**config.mk**
```make
export PLATFORM = sky130hd
export DESIGN_NAME = pll_power_and_lock_detect
export DESIGN_NICKNAME = d
export VERILOG_FILES = /design/src/pll_pwr_pkg.sv /design/src/lock_window_detector.sv /design/src/pll_power_and_lock_detect.sv
export SDC_FILE = /design/constraint.sdc
export NUM_CORES = 1
export LEC_CHECK = 0
export ABC_AREA = 1
export BUFFER_PORTS_ARGS = -buffer_cell sky130_fd_sc_hd__buf_2
export CAP_MARGIN = 20
export CORE_AREA = 5 5 124 79
export DETAILED_ROUTE_END_ITERATION = 10
export DIE_AREA = 0 0 129 84
export PLACE_DENSITY = 0.62
export REMOVE_ABC_BUFFERS = 1
export SYNTH_ARGS = -nofsm -noshare
export SYNTH_HDL_FRONTEND = slang
export SYNTH_SLANG_ARGS = --single-unit
```
**constraint.sdc**
```tcl
create_clock -name pclk -period 2.3 [get_ports pclk]
set_input_delay 0.115 -clock pclk [delete_from_list [all_inputs] [get_ports pclk]]
set_output_delay 0.115 -clock pclk [all_outputs]
set_load 0.02 [all_outputs]
```
**src/pll_pwr_pkg.sv**
```systemverilog
`default_nettype none
// ---------------------------------------------------------------
// shared constants
// ---------------------------------------------------------------
package pll_pwr_pkg;
   // register byte offsets
   localparam logic [7:0] CTRL_OFS     = 8'h00;
   localparam logic [7:0] FEEDBACK_OFS = 8'h04;
   localparam logic [7:0] STATUS_OFS   = 8'h08;
   localparam logic [7:0] IRQ_STAT_OFS = 8'h0C;
   localparam logic [7:0] IRQ_CLR_OFS  = 8'h10;
   localparam logic [7:0] IRQ_EN_OFS   = 8'h14;
   // control register fields
   localparam int CTRL_MAIN_SLEEP = 0;
   localparam int CTRL_AUX_SLEEP  = 1;
   localparam int CTRL_MAIN_HIZ   = 2;
   localparam int CTRL_WAKE_LSB   = 4;
   localparam int CTRL_WAKE_W     = 2;
   localparam int CTRL_SEL_LSB    = 8;
   localparam int CTRL_SEL_W      = 4;
   localparam logic [31:0] CTRL_RESET   = 32'h0000_0000;
   localparam logic [31:0] CTRL_WR_MASK = 32'h0000_0F37;
   // status register fields
   localparam int ST_MAIN_UP   = 0;
   localparam int ST_MAIN_PUMP = 1;
   localparam int ST_MAIN_WAIT = 2;
   localparam int ST_AUX_UP    = 3;
   localparam int ST_MAIN_LOCK = 4;
   localparam int ST_AUX_LOCK  = 5;
   localparam int ST_EN_PIN    = 6;
   localparam int ST_WAKE      = 7;
   // interrupt events
   localparam int IRQ_W         = 4;
   localparam int EV_MAIN_GAIN  = 0;
   localparam int EV_MAIN_LOSS  = 1;
   localparam int EV_AUX_GAIN   = 2;
   localparam int EV_AUX_LOSS   = 3;
   // output select codes
   localparam logic [3:0] SEL_LOW      = 4'h0;
   localparam logic [3:0] SEL_MAIN     = 4'h1;
   localparam logic [3:0] SEL_AUX      = 4'h2;
   localparam logic [3:0] SEL_COMBINED = 4'h3;
   // lock windows in ns and qualifying count
   localparam int LD_ERR_W        = 8;
   localparam int LD_MAIN_ENTER_NS = 10;
   localparam int LD_MAIN_EXIT_NS  = 20;
   localparam int LD_AUX_ENTER_NS  = 15;
   localparam int LD_AUX_EXIT_NS   = 30;
   localparam int LD_COUNT         = 5;
   localparam int FB_W             = 16;
   typedef enum logic [2:0] {
      ST_ACTIVE,
      ST_HIZ,
      ST_SYNC_WAIT,
      ST_SYNC_DOWN,
      ST_ASYNC_DOWN
   } loop_state_e;
endpackage
`default_nettype wire
```
**src/lock_window_detector.sv**
```systemverilog
`timescale 1ns/1ps
`default_nettype none
module lock_window_detector
   import pll_pwr_pkg::*;
#(
   parameter int ERR_W    = LD_ERR_W,
   parameter int ENTER_NS = LD_MAIN_ENTER_NS,
   parameter int EXIT_NS  = LD_MAIN_EXIT_NS,
   parameter int COUNT    = LD_COUNT
) (
   // clock and reset
   input  wire logic             pclk,
   input  wire logic             presetn,
   // reference cycle and measured phase error
   input  wire logic             ref_tick,
   input  wire logic [ERR_W-1:0] phase_err_ns,
   input  wire logic             power_down,
   // result
   output logic                  locked
);
   localparam int CW = $clog2(COUNT + 1);
   localparam logic [ERR_W-1:0] ENTER = ERR_W'(ENTER_NS);
   localparam logic [ERR_W-1:0] EXIT  = ERR_W'(EXIT_NS);
   localparam logic [CW-1:0]    LAST  = CW'(COUNT - 1);

   logic [CW-1:0] good_cnt_reg;
   logic [CW-1:0] good_cnt_next;
   logic          lock_reg;
   logic          lock_next;
   wire           err_inside  = phase_err_ns < ENTER;
   wire           err_outside = phase_err_ns > EXIT;

   // ------------------------------------------------------------
   // window hysteresis: narrow to enter, wide to leave
   // ------------------------------------------------------------
   always_comb begin
      good_cnt_next = good_cnt_reg;
      lock_next     = lock_reg;
      if (power_down) begin
         good_cnt_next = '0;
         lock_next     = 1'b0;
      end else if (ref_tick) begin
         if (lock_reg) begin
            if (err_outside) begin
               lock_next = 1'b0;
            end
            good_cnt_next = '0;
         end else if (err_inside) begin
            if (good_cnt_reg == LAST) begin
               lock_next     = 1'b1;
               good_cnt_next = '0;
            end else begin
               good_cnt_next = good_cnt_reg + CW'(1);
            end
         end else begin
            good_cnt_next = '0;
         end
      end
   end

   always_ff @(posedge pclk or negedge presetn) begin
      if (!presetn) begin
         good_cnt_reg <= '0;
         lock_reg     <= 1'b0;
      end else begin
         good_cnt_reg <= good_cnt_next;
         lock_reg     <= lock_next;
      end
   end

   assign locked = lock_reg;
endmodule
`default_nettype wire

```
**src/pll_power_and_lock_detect.sv**
```systemverilog
`timescale 1ns/1ps
`default_nettype none
module pll_power_and_lock_detect
   import pll_pwr_pkg::*;
#(
   parameter int ERR_W = LD_ERR_W,
   parameter int FBW   = FB_W
) (
   // clock and reset
   input  wire logic             pclk,
   input  wire logic             presetn,
   // apb slave
   input  wire logic             psel,
   input  wire logic             penable,
   input  wire logic             pwrite,
   input  wire logic [7:0]       paddr,
   input  wire logic [31:0]      pwdata,
   output logic [31:0]           prdata,
   output logic                  pready,
   output logic                  pslverr,
   // chip enable pin
   input  wire logic             en_pin,
   // main loop analog side
   input  wire logic             main_ref_tick,
   input  wire logic [ERR_W-1:0] main_phase_err_ns,
   input  wire logic             main_pump_busy,
   output logic                  main_loop_powered,
   output logic                  main_pump_active,
   // aux loop analog side
   input  wire logic             aux_ref_tick,
   input  wire logic [ERR_W-1:0] aux_phase_err_ns,
   output logic                  aux_loop_powered,
   // lock pin and interrupt
   output logic                  lock_out,
   output logic                  irq
);
   // ------------------------------------------------------------
   // bus decode
   // ------------------------------------------------------------
   wire setup_ph  = psel && !penable;
   wire access_ph = psel && penable;
   wire hit_ctrl  = paddr == CTRL_OFS;
   wire hit_fb    = paddr == FEEDBACK_OFS;
   wire hit_stat  = paddr == STATUS_OFS;
   wire hit_ist   = paddr == IRQ_STAT_OFS;
   wire hit_iclr  = paddr == IRQ_CLR_OFS;
   wire hit_ien   = paddr == IRQ_EN_OFS;
   wire mapped    = hit_ctrl || hit_fb || hit_stat
                 || hit_ist || hit_iclr || hit_ien;
   wire wr_acc    = access_ph && pwrite;
   wire ctrl_wr   = wr_acc && hit_ctrl;
   wire fb_wr     = wr_acc && hit_fb;
   wire iclr_wr   = wr_acc && hit_iclr;
   wire ien_wr    = wr_acc && hit_ien;

   assign pready  = 1'b1;
   assign pslverr = access_ph && !mapped;

   // ------------------------------------------------------------
   // software registers
   // ------------------------------------------------------------
   logic [31:0]      ctrl_reg;
   logic [FBW-1:0]   feedback_reg;
   logic [IRQ_W-1:0] irq_stat_reg;
   logic [IRQ_W-1:0] irq_stat_next;
   logic [IRQ_W-1:0] irq_en_reg;
   logic             wake_reg;
   logic             wake_next;

   wire main_loop_sleep_bit = ctrl_reg[CTRL_MAIN_SLEEP];
   wire aux_loop_sleep_bit  = ctrl_reg[CTRL_AUX_SLEEP];
   wire main_pump_hiz_bit   = ctrl_reg[CTRL_MAIN_HIZ];
   wire [CTRL_WAKE_W-1:0] main_auto_wake_field =
      ctrl_reg[CTRL_WAKE_LSB +: CTRL_WAKE_W];
   wire [CTRL_SEL_W-1:0] output_select_field =
      ctrl_reg[CTRL_SEL_LSB +: CTRL_SEL_W];
   wire wake_on = main_auto_wake_field != '0;

   always_ff @(posedge pclk or negedge presetn) begin
      if (!presetn) begin
         ctrl_reg     <= CTRL_RESET;
         feedback_reg <= '0;
         irq_en_reg   <= '0;
      end else begin
         if (ctrl_wr) begin
            ctrl_reg <= pwdata & CTRL_WR_MASK;
         end
         if (fb_wr) begin
            feedback_reg <= pwdata[FBW-1:0];
         end
         if (ien_wr) begin
            irq_en_reg <= pwdata[IRQ_W-1:0];
         end
      end
   end

   // ------------------------------------------------------------
   // auto-wake latch
   // ------------------------------------------------------------
   // held until software rewrites control, so a later sleep
   // request is honoured; the pin always wins
   always_comb begin
      wake_next = wake_reg;
      if (!en_pin) begin
         wake_next = 1'b0;
      end else if (fb_wr && wake_on) begin
         wake_next = 1'b1;
      end else if (ctrl_wr) begin
         wake_next = 1'b0;
      end
   end

   always_ff @(posedge pclk or negedge presetn) begin
      if (!presetn) begin
         wake_reg <= 1'b0;
      end else begin
         wake_reg <= wake_next;
      end
   end

   // ------------------------------------------------------------
   // main loop power state
   // ------------------------------------------------------------
   loop_state_e main_state_reg;
   loop_state_e main_state_next;

   always_comb begin
      main_state_next = main_state_reg;
      if (!en_pin) begin
         main_state_next = ST_ASYNC_DOWN;
      end else if (wake_reg) begin
         main_state_next = ST_ACTIVE;
      end else if (!main_loop_sleep_bit) begin
         main_state_next = main_pump_hiz_bit ? ST_HIZ
                                             : ST_ACTIVE;
      end else if (main_pump_hiz_bit) begin
         main_state_next = ST_ASYNC_DOWN;
      end else begin
         // a pump stuck on stalls here; hiz bit forces the way out
         case (main_state_reg)
            ST_SYNC_DOWN: begin
               main_state_next = ST_SYNC_DOWN;
            end
            ST_ASYNC_DOWN: begin
               main_state_next = ST_SYNC_DOWN;
            end
            default: begin
               main_state_next = main_pump_busy ? ST_SYNC_WAIT
                                                : ST_SYNC_DOWN;
            end
         endcase
      end
   end

   always_ff @(posedge pclk or negedge presetn) begin
      if (!presetn) begin
         main_state_reg <= ST_ASYNC_DOWN;
      end else begin
         main_state_reg <= main_state_next;
      end
   end

   wire main_down = main_state_reg == ST_SYNC_DOWN
                 || main_state_reg == ST_ASYNC_DOWN;
   assign main_loop_powered = !main_down;
   assign main_pump_active  = main_state_reg == ST_ACTIVE;

   // ------------------------------------------------------------
   // aux loop power state
   // ------------------------------------------------------------
   logic aux_up_reg;

   always_ff @(posedge pclk or negedge presetn) begin
      if (!presetn) begin
         aux_up_reg <= 1'b0;
      end else begin
         aux_up_reg <= en_pin && !aux_loop_sleep_bit;
      end
   end

   assign aux_loop_powered = aux_up_reg;

   // ------------------------------------------------------------
   // lock detectors
   // ------------------------------------------------------------
   logic main_lock;
   logic aux_lock;

   lock_window_detector #(
      .ERR_W    (ERR_W),
      .ENTER_NS (LD_MAIN_ENTER_NS),
      .EXIT_NS  (LD_MAIN_EXIT_NS),
      .COUNT    (LD_COUNT)
   ) u_main_ld (
      .pclk         (pclk),
      .presetn      (presetn),
      .ref_tick     (main_ref_tick),
      .phase_err_ns (main_phase_err_ns),
      .power_down   (main_down),
      .locked       (main_lock)
   );

   lock_window_detector #(
      .ERR_W    (ERR_W),
      .ENTER_NS (LD_AUX_ENTER_NS),
      .EXIT_NS  (LD_AUX_EXIT_NS),
      .COUNT    (LD_COUNT)
   ) u_aux_ld (
      .pclk         (pclk),
      .presetn      (presetn),
      .ref_tick     (aux_ref_tick),
      .phase_err_ns (aux_phase_err_ns),
      .power_down   (!aux_up_reg),
      .locked       (aux_lock)
   );

   // ------------------------------------------------------------
   // lock pin select
   // ------------------------------------------------------------
   logic lock_out_reg;
   logic lock_sel;

   always_comb begin
      case (output_select_field)
         SEL_MAIN:     lock_sel = main_lock;
         SEL_AUX:      lock_sel = aux_lock;
         SEL_COMBINED: lock_sel = main_lock && aux_lock;
         default:      lock_sel = 1'b0;
      endcase
   end

   always_ff @(posedge pclk or negedge presetn) begin
      if (!presetn) begin
         lock_out_reg <= 1'b0;
      end else begin
         lock_out_reg <= lock_sel;
      end
   end

   assign lock_out = lock_out_reg;

   // ------------------------------------------------------------
   // interrupts
   // ------------------------------------------------------------
   logic main_lock_d;
   logic aux_lock_d;
   wire [IRQ_W-1:0] events = {
      aux_lock_d && !aux_lock,
      !aux_lock_d && aux_lock,
      main_lock_d && !main_lock,
      !main_lock_d && main_lock
   };
   wire [IRQ_W-1:0] clr_mask = iclr_wr ? pwdata[IRQ_W-1:0] : '0;

   // set wins over a clear in the same cycle
   assign irq_stat_next = (irq_stat_reg & ~clr_mask) | events;

   always_ff @(posedge pclk or negedge presetn) begin
      if (!presetn) begin
         irq_stat_reg <= '0;
         main_lock_d  <= 1'b0;
         aux_lock_d   <= 1'b0;
      end else begin
         irq_stat_reg <= irq_stat_next;
         main_lock_d  <= main_lock;
         aux_lock_d   <= aux_lock;
      end
   end

   assign irq = |(irq_stat_reg & irq_en_reg);

   // ------------------------------------------------------------
   // read data, latched in the setup cycle
   // ------------------------------------------------------------
   logic [31:0] status_word;
   logic [31:0] rd_mux;

   always_comb begin
      status_word               = '0;
      status_word[ST_MAIN_UP]   = main_loop_powered;
      status_word[ST_MAIN_PUMP] = main_pump_active;
      status_word[ST_MAIN_WAIT] = main_state_reg == ST_SYNC_WAIT;
      status_word[ST_AUX_UP]    = aux_up_reg;
      status_word[ST_MAIN_LOCK] = main_lock;
      status_word[ST_AUX_LOCK]  = aux_lock;
      status_word[ST_EN_PIN]    = en_pin;
      status_word[ST_WAKE]      = wake_reg;
   end

   always_comb begin
      rd_mux = '0;
      if (hit_ctrl) begin
         rd_mux = ctrl_reg;
      end else if (hit_fb) begin
         rd_mux = 32'(feedback_reg);
      end else if (hit_stat) begin
         rd_mux = status_word;
      end else if (hit_ist) begin
         rd_mux = 32'(irq_stat_reg);
      end else if (hit_ien) begin
         rd_mux = 32'(irq_en_reg);
      end
   end

   always_ff @(posedge pclk or negedge presetn) begin
      if (!presetn) begin
         prdata <= '0;
      end else if (setup_ph && !pwrite) begin
         prdata <= rd_mux;
      end
   end
endmodule
`default_nettype wire

```
==> Word-level counts from Yosys, hierarchy flattened <==
Cells that the tools add are included.
{ "totals": {"in_bits": 65, "out_inout_bits": 39, "wordCells": 116, "reg_bits": 81} }
{ "classes": {"reduce_logical": 37, "n_bitwise": 4, "order_cmp": 4, "n_eq_ne": 15, "add_sub_neg": 2, "mux": 39} }
{ "ops": {"columns": ["op", "count"], "rows": [
  ["two-way mux 3 bit", 14],
  ["two-way mux 16 bit", 2],
  ["two-way mux 1 bit", 18],
  ["equality test 8 x 4 -> 1 bit (second input constant)", 2],
  ["equality test 8 x 5 -> 1 bit (second input constant)", 2],
  ["> comparator 8 x 5 -> 1 bit (second input constant)", 2],
  ["logical AND 1 bit", 16],
  ["< comparator 8 x 4 -> 1 bit (second input constant)", 2],
  ["two-way mux 4 bit", 3],
  ["equality test 3 bit (second input constant)", 3],
  ["zero test 1 bit", 9],
  ["bitwise AND 4 bit", 2],
  ["equality test 4 x 2 -> 1 bit (second input constant)", 2],
  ["equality test 8 x 3 -> 1 bit (second input constant)", 1],
  ["zero test 8 bit", 1],
  ["two-way mux 8 bit", 1],
  ["adder 3 x 1 -> 3 bit (second input constant)", 2],
  ["equality test 3 x 2 -> 1 bit (second input constant)", 2],
  ["logical OR 1 bit", 6],
  ["equality test 4 x 1 -> 1 bit (second input constant)", 1],
  ["NOT 4 bit", 1],
  ["bitwise OR 4 bit", 1],
  ["nonzero test 2 bit", 2],
  ["OR reduction 4 bit", 1],
  ["other kinds (5)", 5]
]} }

==> Logic depth before layout (Yosys ltp) <==
{ "logic_depth": {"word_depth": 8, "mapped_depth": 10, "depth_no_buf": 9} }

==> Hierarchy <==
Synthesis repeated with hierarchy kept, for this count alone.
{ "unflattened": {"hier_cells": 444, "area_unflattened_um2": 3502.1} }
{ "modules_own_cells": {"columns": ["mod", "cells_each", "area_each_um2", "seq_area_each_um2", "instances"], "rows": [
  ["pll_power_and_lock_detect", 339, 2840.2, 1427.6, 1],
  ["lock_window_detector at u_main_ld", 57, 364.1, 100.1, 1],
  ["lock_window_detector at u_aux_ld", 48, 297.8, 100.1, 1]
]} }

==> Worst setup path before layout <==
No wires, ideal clock.
{ "synth_path": {"path_kind": "reg2reg", "from": "register main_state_reg[2]", "to": "register u_main_ld.good_cnt_reg[0]", "t_arrival_ps": 1300, "required_ps": 2174, "path_stages_with_launch": 10, "setup_slack_ps": 873, "period_less_slack_ps": 1427, "path_cell_list": "dfstp_2 inv_1 nand3_1 nand2_1 inv_1 nand2_1 nand2_1 inv_1 nand3_1 o21ai_0"} }
{ "synth_via": {"elab_chain_cells": 3, "word_cells_on_any_way": 5} }
{ "synth_rtl": {"columns": ["item", "line", "text"], "rows": [
  ["start: declaration", "pll_power_and_lock_detect.sv:124", "loop_state_e main_state_reg;"],
  ["start signal: assignment", "pll_power_and_lock_detect.sv:159", "main_state_reg <= main_state_next;"],
  ["equality test 3 x 2 -> 1 bit / equality test 3 bit (equally long branches)", "pll_power_and_lock_detect.sv:163, pll_power_and_lock_detect.sv:164", null],
  ["logical OR 1 bit *", "pll_power_and_lock_detect.sv:164", "|| main_state_reg == ST_ASYNC_DOWN;"],
  ["two-way mux 3 bit / nonzero test 2 bit (equally long branches)", null, null],
  ["end signal: assignment", "lock_window_detector.sv:66", "good_cnt_reg <= good_cnt_next;"],
  ["end: declaration", "lock_window_detector.sv:26", "logic [CW-1:0] good_cnt_reg;"]
]} }
Mark *: on every way between the ends. The rest lies on a longest branch, timed or not.
A chain may end at the register's enable or synchronous reset.

==> Final worst setup path <==
{ "layout_path": {"from": "register main_state_reg[2]", "to": "output main_loop_powered"} }
{ "layout_via": {"elab_chain_cells": 3, "word_cells_on_any_way": 4} }
{ "layout_rtl": {"columns": ["item", "line", "text"], "rows": [
  ["equality test 3 x 2 -> 1 bit / equality test 3 bit (equally long branches)", "pll_power_and_lock_detect.sv:163, pll_power_and_lock_detect.sv:164", null],
  ["logical OR 1 bit *", "pll_power_and_lock_detect.sv:164", null],
  ["zero test 1 bit *", "pll_power_and_lock_detect.sv:165", "assign main_loop_powered = !main_down;"],
  ["end: declaration", "pll_power_and_lock_detect.sv:27", "output logic main_loop_powered,"]
]} }
Marks and branches as above.

==> summary.txt <==
STA
  – Max Freq: 0.638 GHz
  – Final hold vios: 0
  – Crit path time final: 1.57 ns
  – Slew Viols, Final: 0
  – Fin crit share: 0.682
  – Slew at the pin with the worst max-slew slack: roughly 0.65 ns
  – RSZ-0062 raised after global routing: no
  – Total negative slack: 0 ns
  – Skew final: approximately 0.0064 ns
  – Final setup fails: 0
  – Worst Slack Setup Final: 0.732 ns
  – Rel. slew slack: 0.566

Route
  – Avg WL per Cell: 13.2 um
  – DRT Pass-1 Iters: 4
  – Routed vias: approximately 2900
  – Residual DRC: 0
  – Iter 0 DRT Violations: 160
  – Drt total wl: between 8000 and 9000 um
  – Antenna violation net count after detailed routing: 0
  – Vias per cell: between 4 and 5

Worst hold path
  – Cell count of the worst hold path: 3
  – Worst min path class: input port to flop

Power and ir drop
  – Gate power share: 0.105
  – Switching part of the total power: 0.244
  – Reg power frac: 0.441
  – Tot Pwr: 2.73 mW
  – Pwr dens: 672 nW/um2
  – Int Power: 2.06 mW
  – Peak supply drop: 0.513 mV
  – Leakage: 2.10 nW
  – Clock network power share: 0.453
  – Sw Pwr: 0.666 mW

Place
  – Placed instance count: 591
  – Port Buffers: 70
  – Gp weighted congestion: approximately 0.85
  – DPL Wire Length: between 6000 and 7000 um
  – Dpl ws: roughly 0.66 ns

Clock network
  – Root Driver: clkbuf_16
  – Sink Count: 65
  – Clock Latency Late Sink: 0.32 ns
  – H-tree depth: 3
  – Cts bufs inserted: 9
  – CTS Buffer Depth: 2
  – CTS tree: built
  – Post-CTS setup buffers: 0
  – Clock transition at path regs: 0.05 ns

Critical path
  – Critical Path Start Type: flop
  – CP Data Arrival Time: 1.45 ns
  – Critical path class: flop to primary output
  – Reg2reg path depth: 9
  – Critical path endpoint category: primary output
  – Crit-path max FO: 6
  – Worst endpoint required time: around 2.2 ns

GRT
  – Initial antenna violation count: 0
  – Number of global-route vias before repair: 2782
  – Total gr overflow: 0
  – First-pass GRT wire length: 13400 um
  – Largest net degree at the start of global routing: 40
  – All-Layer GR Usage: 0.157

Die
  – Row cnt: 27
  – # IOs: 104
  – Die width: 129 um
  – Die height: 84 um
  – Starting Density: 0.377
  – Core Box Area: 8720 um2
  – DIE AREA: 10800 um2

Synth
  – Synthesized area: 3290 um2
  – Ranking of synthesized cells by area: dfrtp_1 49%, nand2_1 12%, inv_1 5.8%
  – Unique masters post-synth: 30
  – Synth top area share: 0.487
  – Mapped Cells: 408
  – Main flop type after synthesis: dfrtp_1
  – Synth top cells by count: 109 x nand2_1, 64 x dfrtp_1, 51 x inv_1
  – Yosys warnings: 0
  – Async set or reset register ratio after synthesis: 1.00
  – Most frequent cell after synthesis: nand2_1
  – FF+latch count, synth: 65
  – Post-synth EDFFs: 0
  – Post-synthesis sequential area ratio: 0.495
  – Dominant cell type by area after synthesis: dfrtp_1
  – Avg Inst Size Synth: 8.05 um2

Layout
  – Fin nets: 562
  – Layout Cells excl Fill: approximately 600
  – Antenna Cells: 0
  – Core Util, Final: 0.467
  – Share of cells above drive strength 1: 0.223
  – P&R area growth vs syn: 23.8%

Job
  – Max-Cap Viols: 0

Status
  – Status: finished, final reports clean
-- logic make-up (layout without fill, tap and decap cells) --
| family | after synthesis | in the layout | share of synthesized area |
|---|---|---|---|
| compound gates | 73 | 73 | 0.125 |
| fa+ha+maj | 4 | 4 | 0.0152 |
| buf+inv | 77 | 152 | 0.114 |
| flops | 65 | 65 | 0.495 |
| other cells | 2 | 17 | 0.00229 |
| simple gates | 187 | 187 | 0.248 |
-- layout by cell type, fill, tap and decap left out, types with 3 or more instances in the layout --
cell / instances
nor2_4: 3
dlygate4sd3_1: 7
o21ai_0: 34
nand2_1: 109
nor2_2: 3
buf_4: 5
o21ai_2: 6
nand4_1: 7
inv_1: 51
o22ai_1: 4
ha_1: 4
nor2_1: 24
buf_2: 70
nand2_2: 3
clkbuf_16: 9
nand3_1: 26
a21oi_1: 20
nor3_1: 7
or2_2: 3
dfrtp_1: 64
conb_1: 17
clkinv_2: 3
o21a_1: 4
-- stage by stage --
| step | hold WS (ns) | area [um2] |
|---|---|---|
| 6_report | 0.0201 | 4070 |
| 5_1_grt | 0.0216 | 4070 |
| 4_1_cts | 0.00768 | 4070 |
| 3_5_place_dp | 0.187 | 3720 |
| 3_3_place_gp | 0.173 | 3720 |
| 2_1_floorplan | -0.181 | 3170 |
-- final cells by class --
| class | count | area (um2) |
|---|---|---|
| multi-input combinational | 281 | 1340 |
| clock inverter | 3 | 15.0 |
| clock buffer | 13 | 260 |
| tap | 116 | 145 |
| timing repair buffer | 83 | 478 |
| sequential | 65 | 1630 |
| fill | 871 | 4650 |
| inverter | 53 | 201 |
-- timing repair --
| action | in CTS | in global routing |
|---|---|---|
| resized for setup | 0 | 0 |
| hold buffers | 7 | 0 |
| hold endpoints to repair | 32 | 0 |
-- path summary, 6_finish.rpt --
| check | startpoint | endpoint | slack, ns |
|---|---|---|---|
| hold / removal | pwdata[4] | feedback_reg[4]$_DFFE_PN0P_ | 0.02 |
| setup / recovery | main_state_reg[2]$_DFF_PN1_ | main_loop_powered | 0.73 |
| hold reg to reg | main_lock_d$_DFF_PN0_ | irq_stat_reg[0]$_DFF_PN0_ | 0.45 |
| setup reg to reg | main_state_reg[2]$_DFF_PN1_ | u_main_ld.good_cnt_reg[0]$_DFFE_PN0P_ | 0.83 |
| min in group asynchronous | presetn | prdata[11]$_DFFE_PN0P_ | 0.35 |
| max in group asynchronous | presetn | main_state_reg[2]$_DFF_PN1_ | 1.25 |
-- power by group through the flow --
stage          logic [mW]  clock network [mW]  registers (mW)
3_3_place_gp        0.277                   0            1.22
4_1_cts             0.292                1.27            1.20
2_1_floorplan       0.119                   0            1.25
5_1_grt             0.322                1.33            1.21
3_5_place_dp        0.282                   0            1.22
6_report            0.288                1.24            1.21
-- routing by layer --
metal	part of all wire	GRT usage	up-vias
met4	0.0080	0.0343	0
met5	0	0	-
met1	0.51	0.231	1307
met2	0.40	0.221	92
li1	-	-	1448
met3	0.081	0.0537	7
-- critical path, cell delays in order, from the launching register on --
cell,delay (ns)
dfstp_2,0.53
inv_1,0.05
nand3_1,0.06
nand2_1,0.11
inv_1,0.17
buf_2,0.20
(Power assumes the default switching activity.)
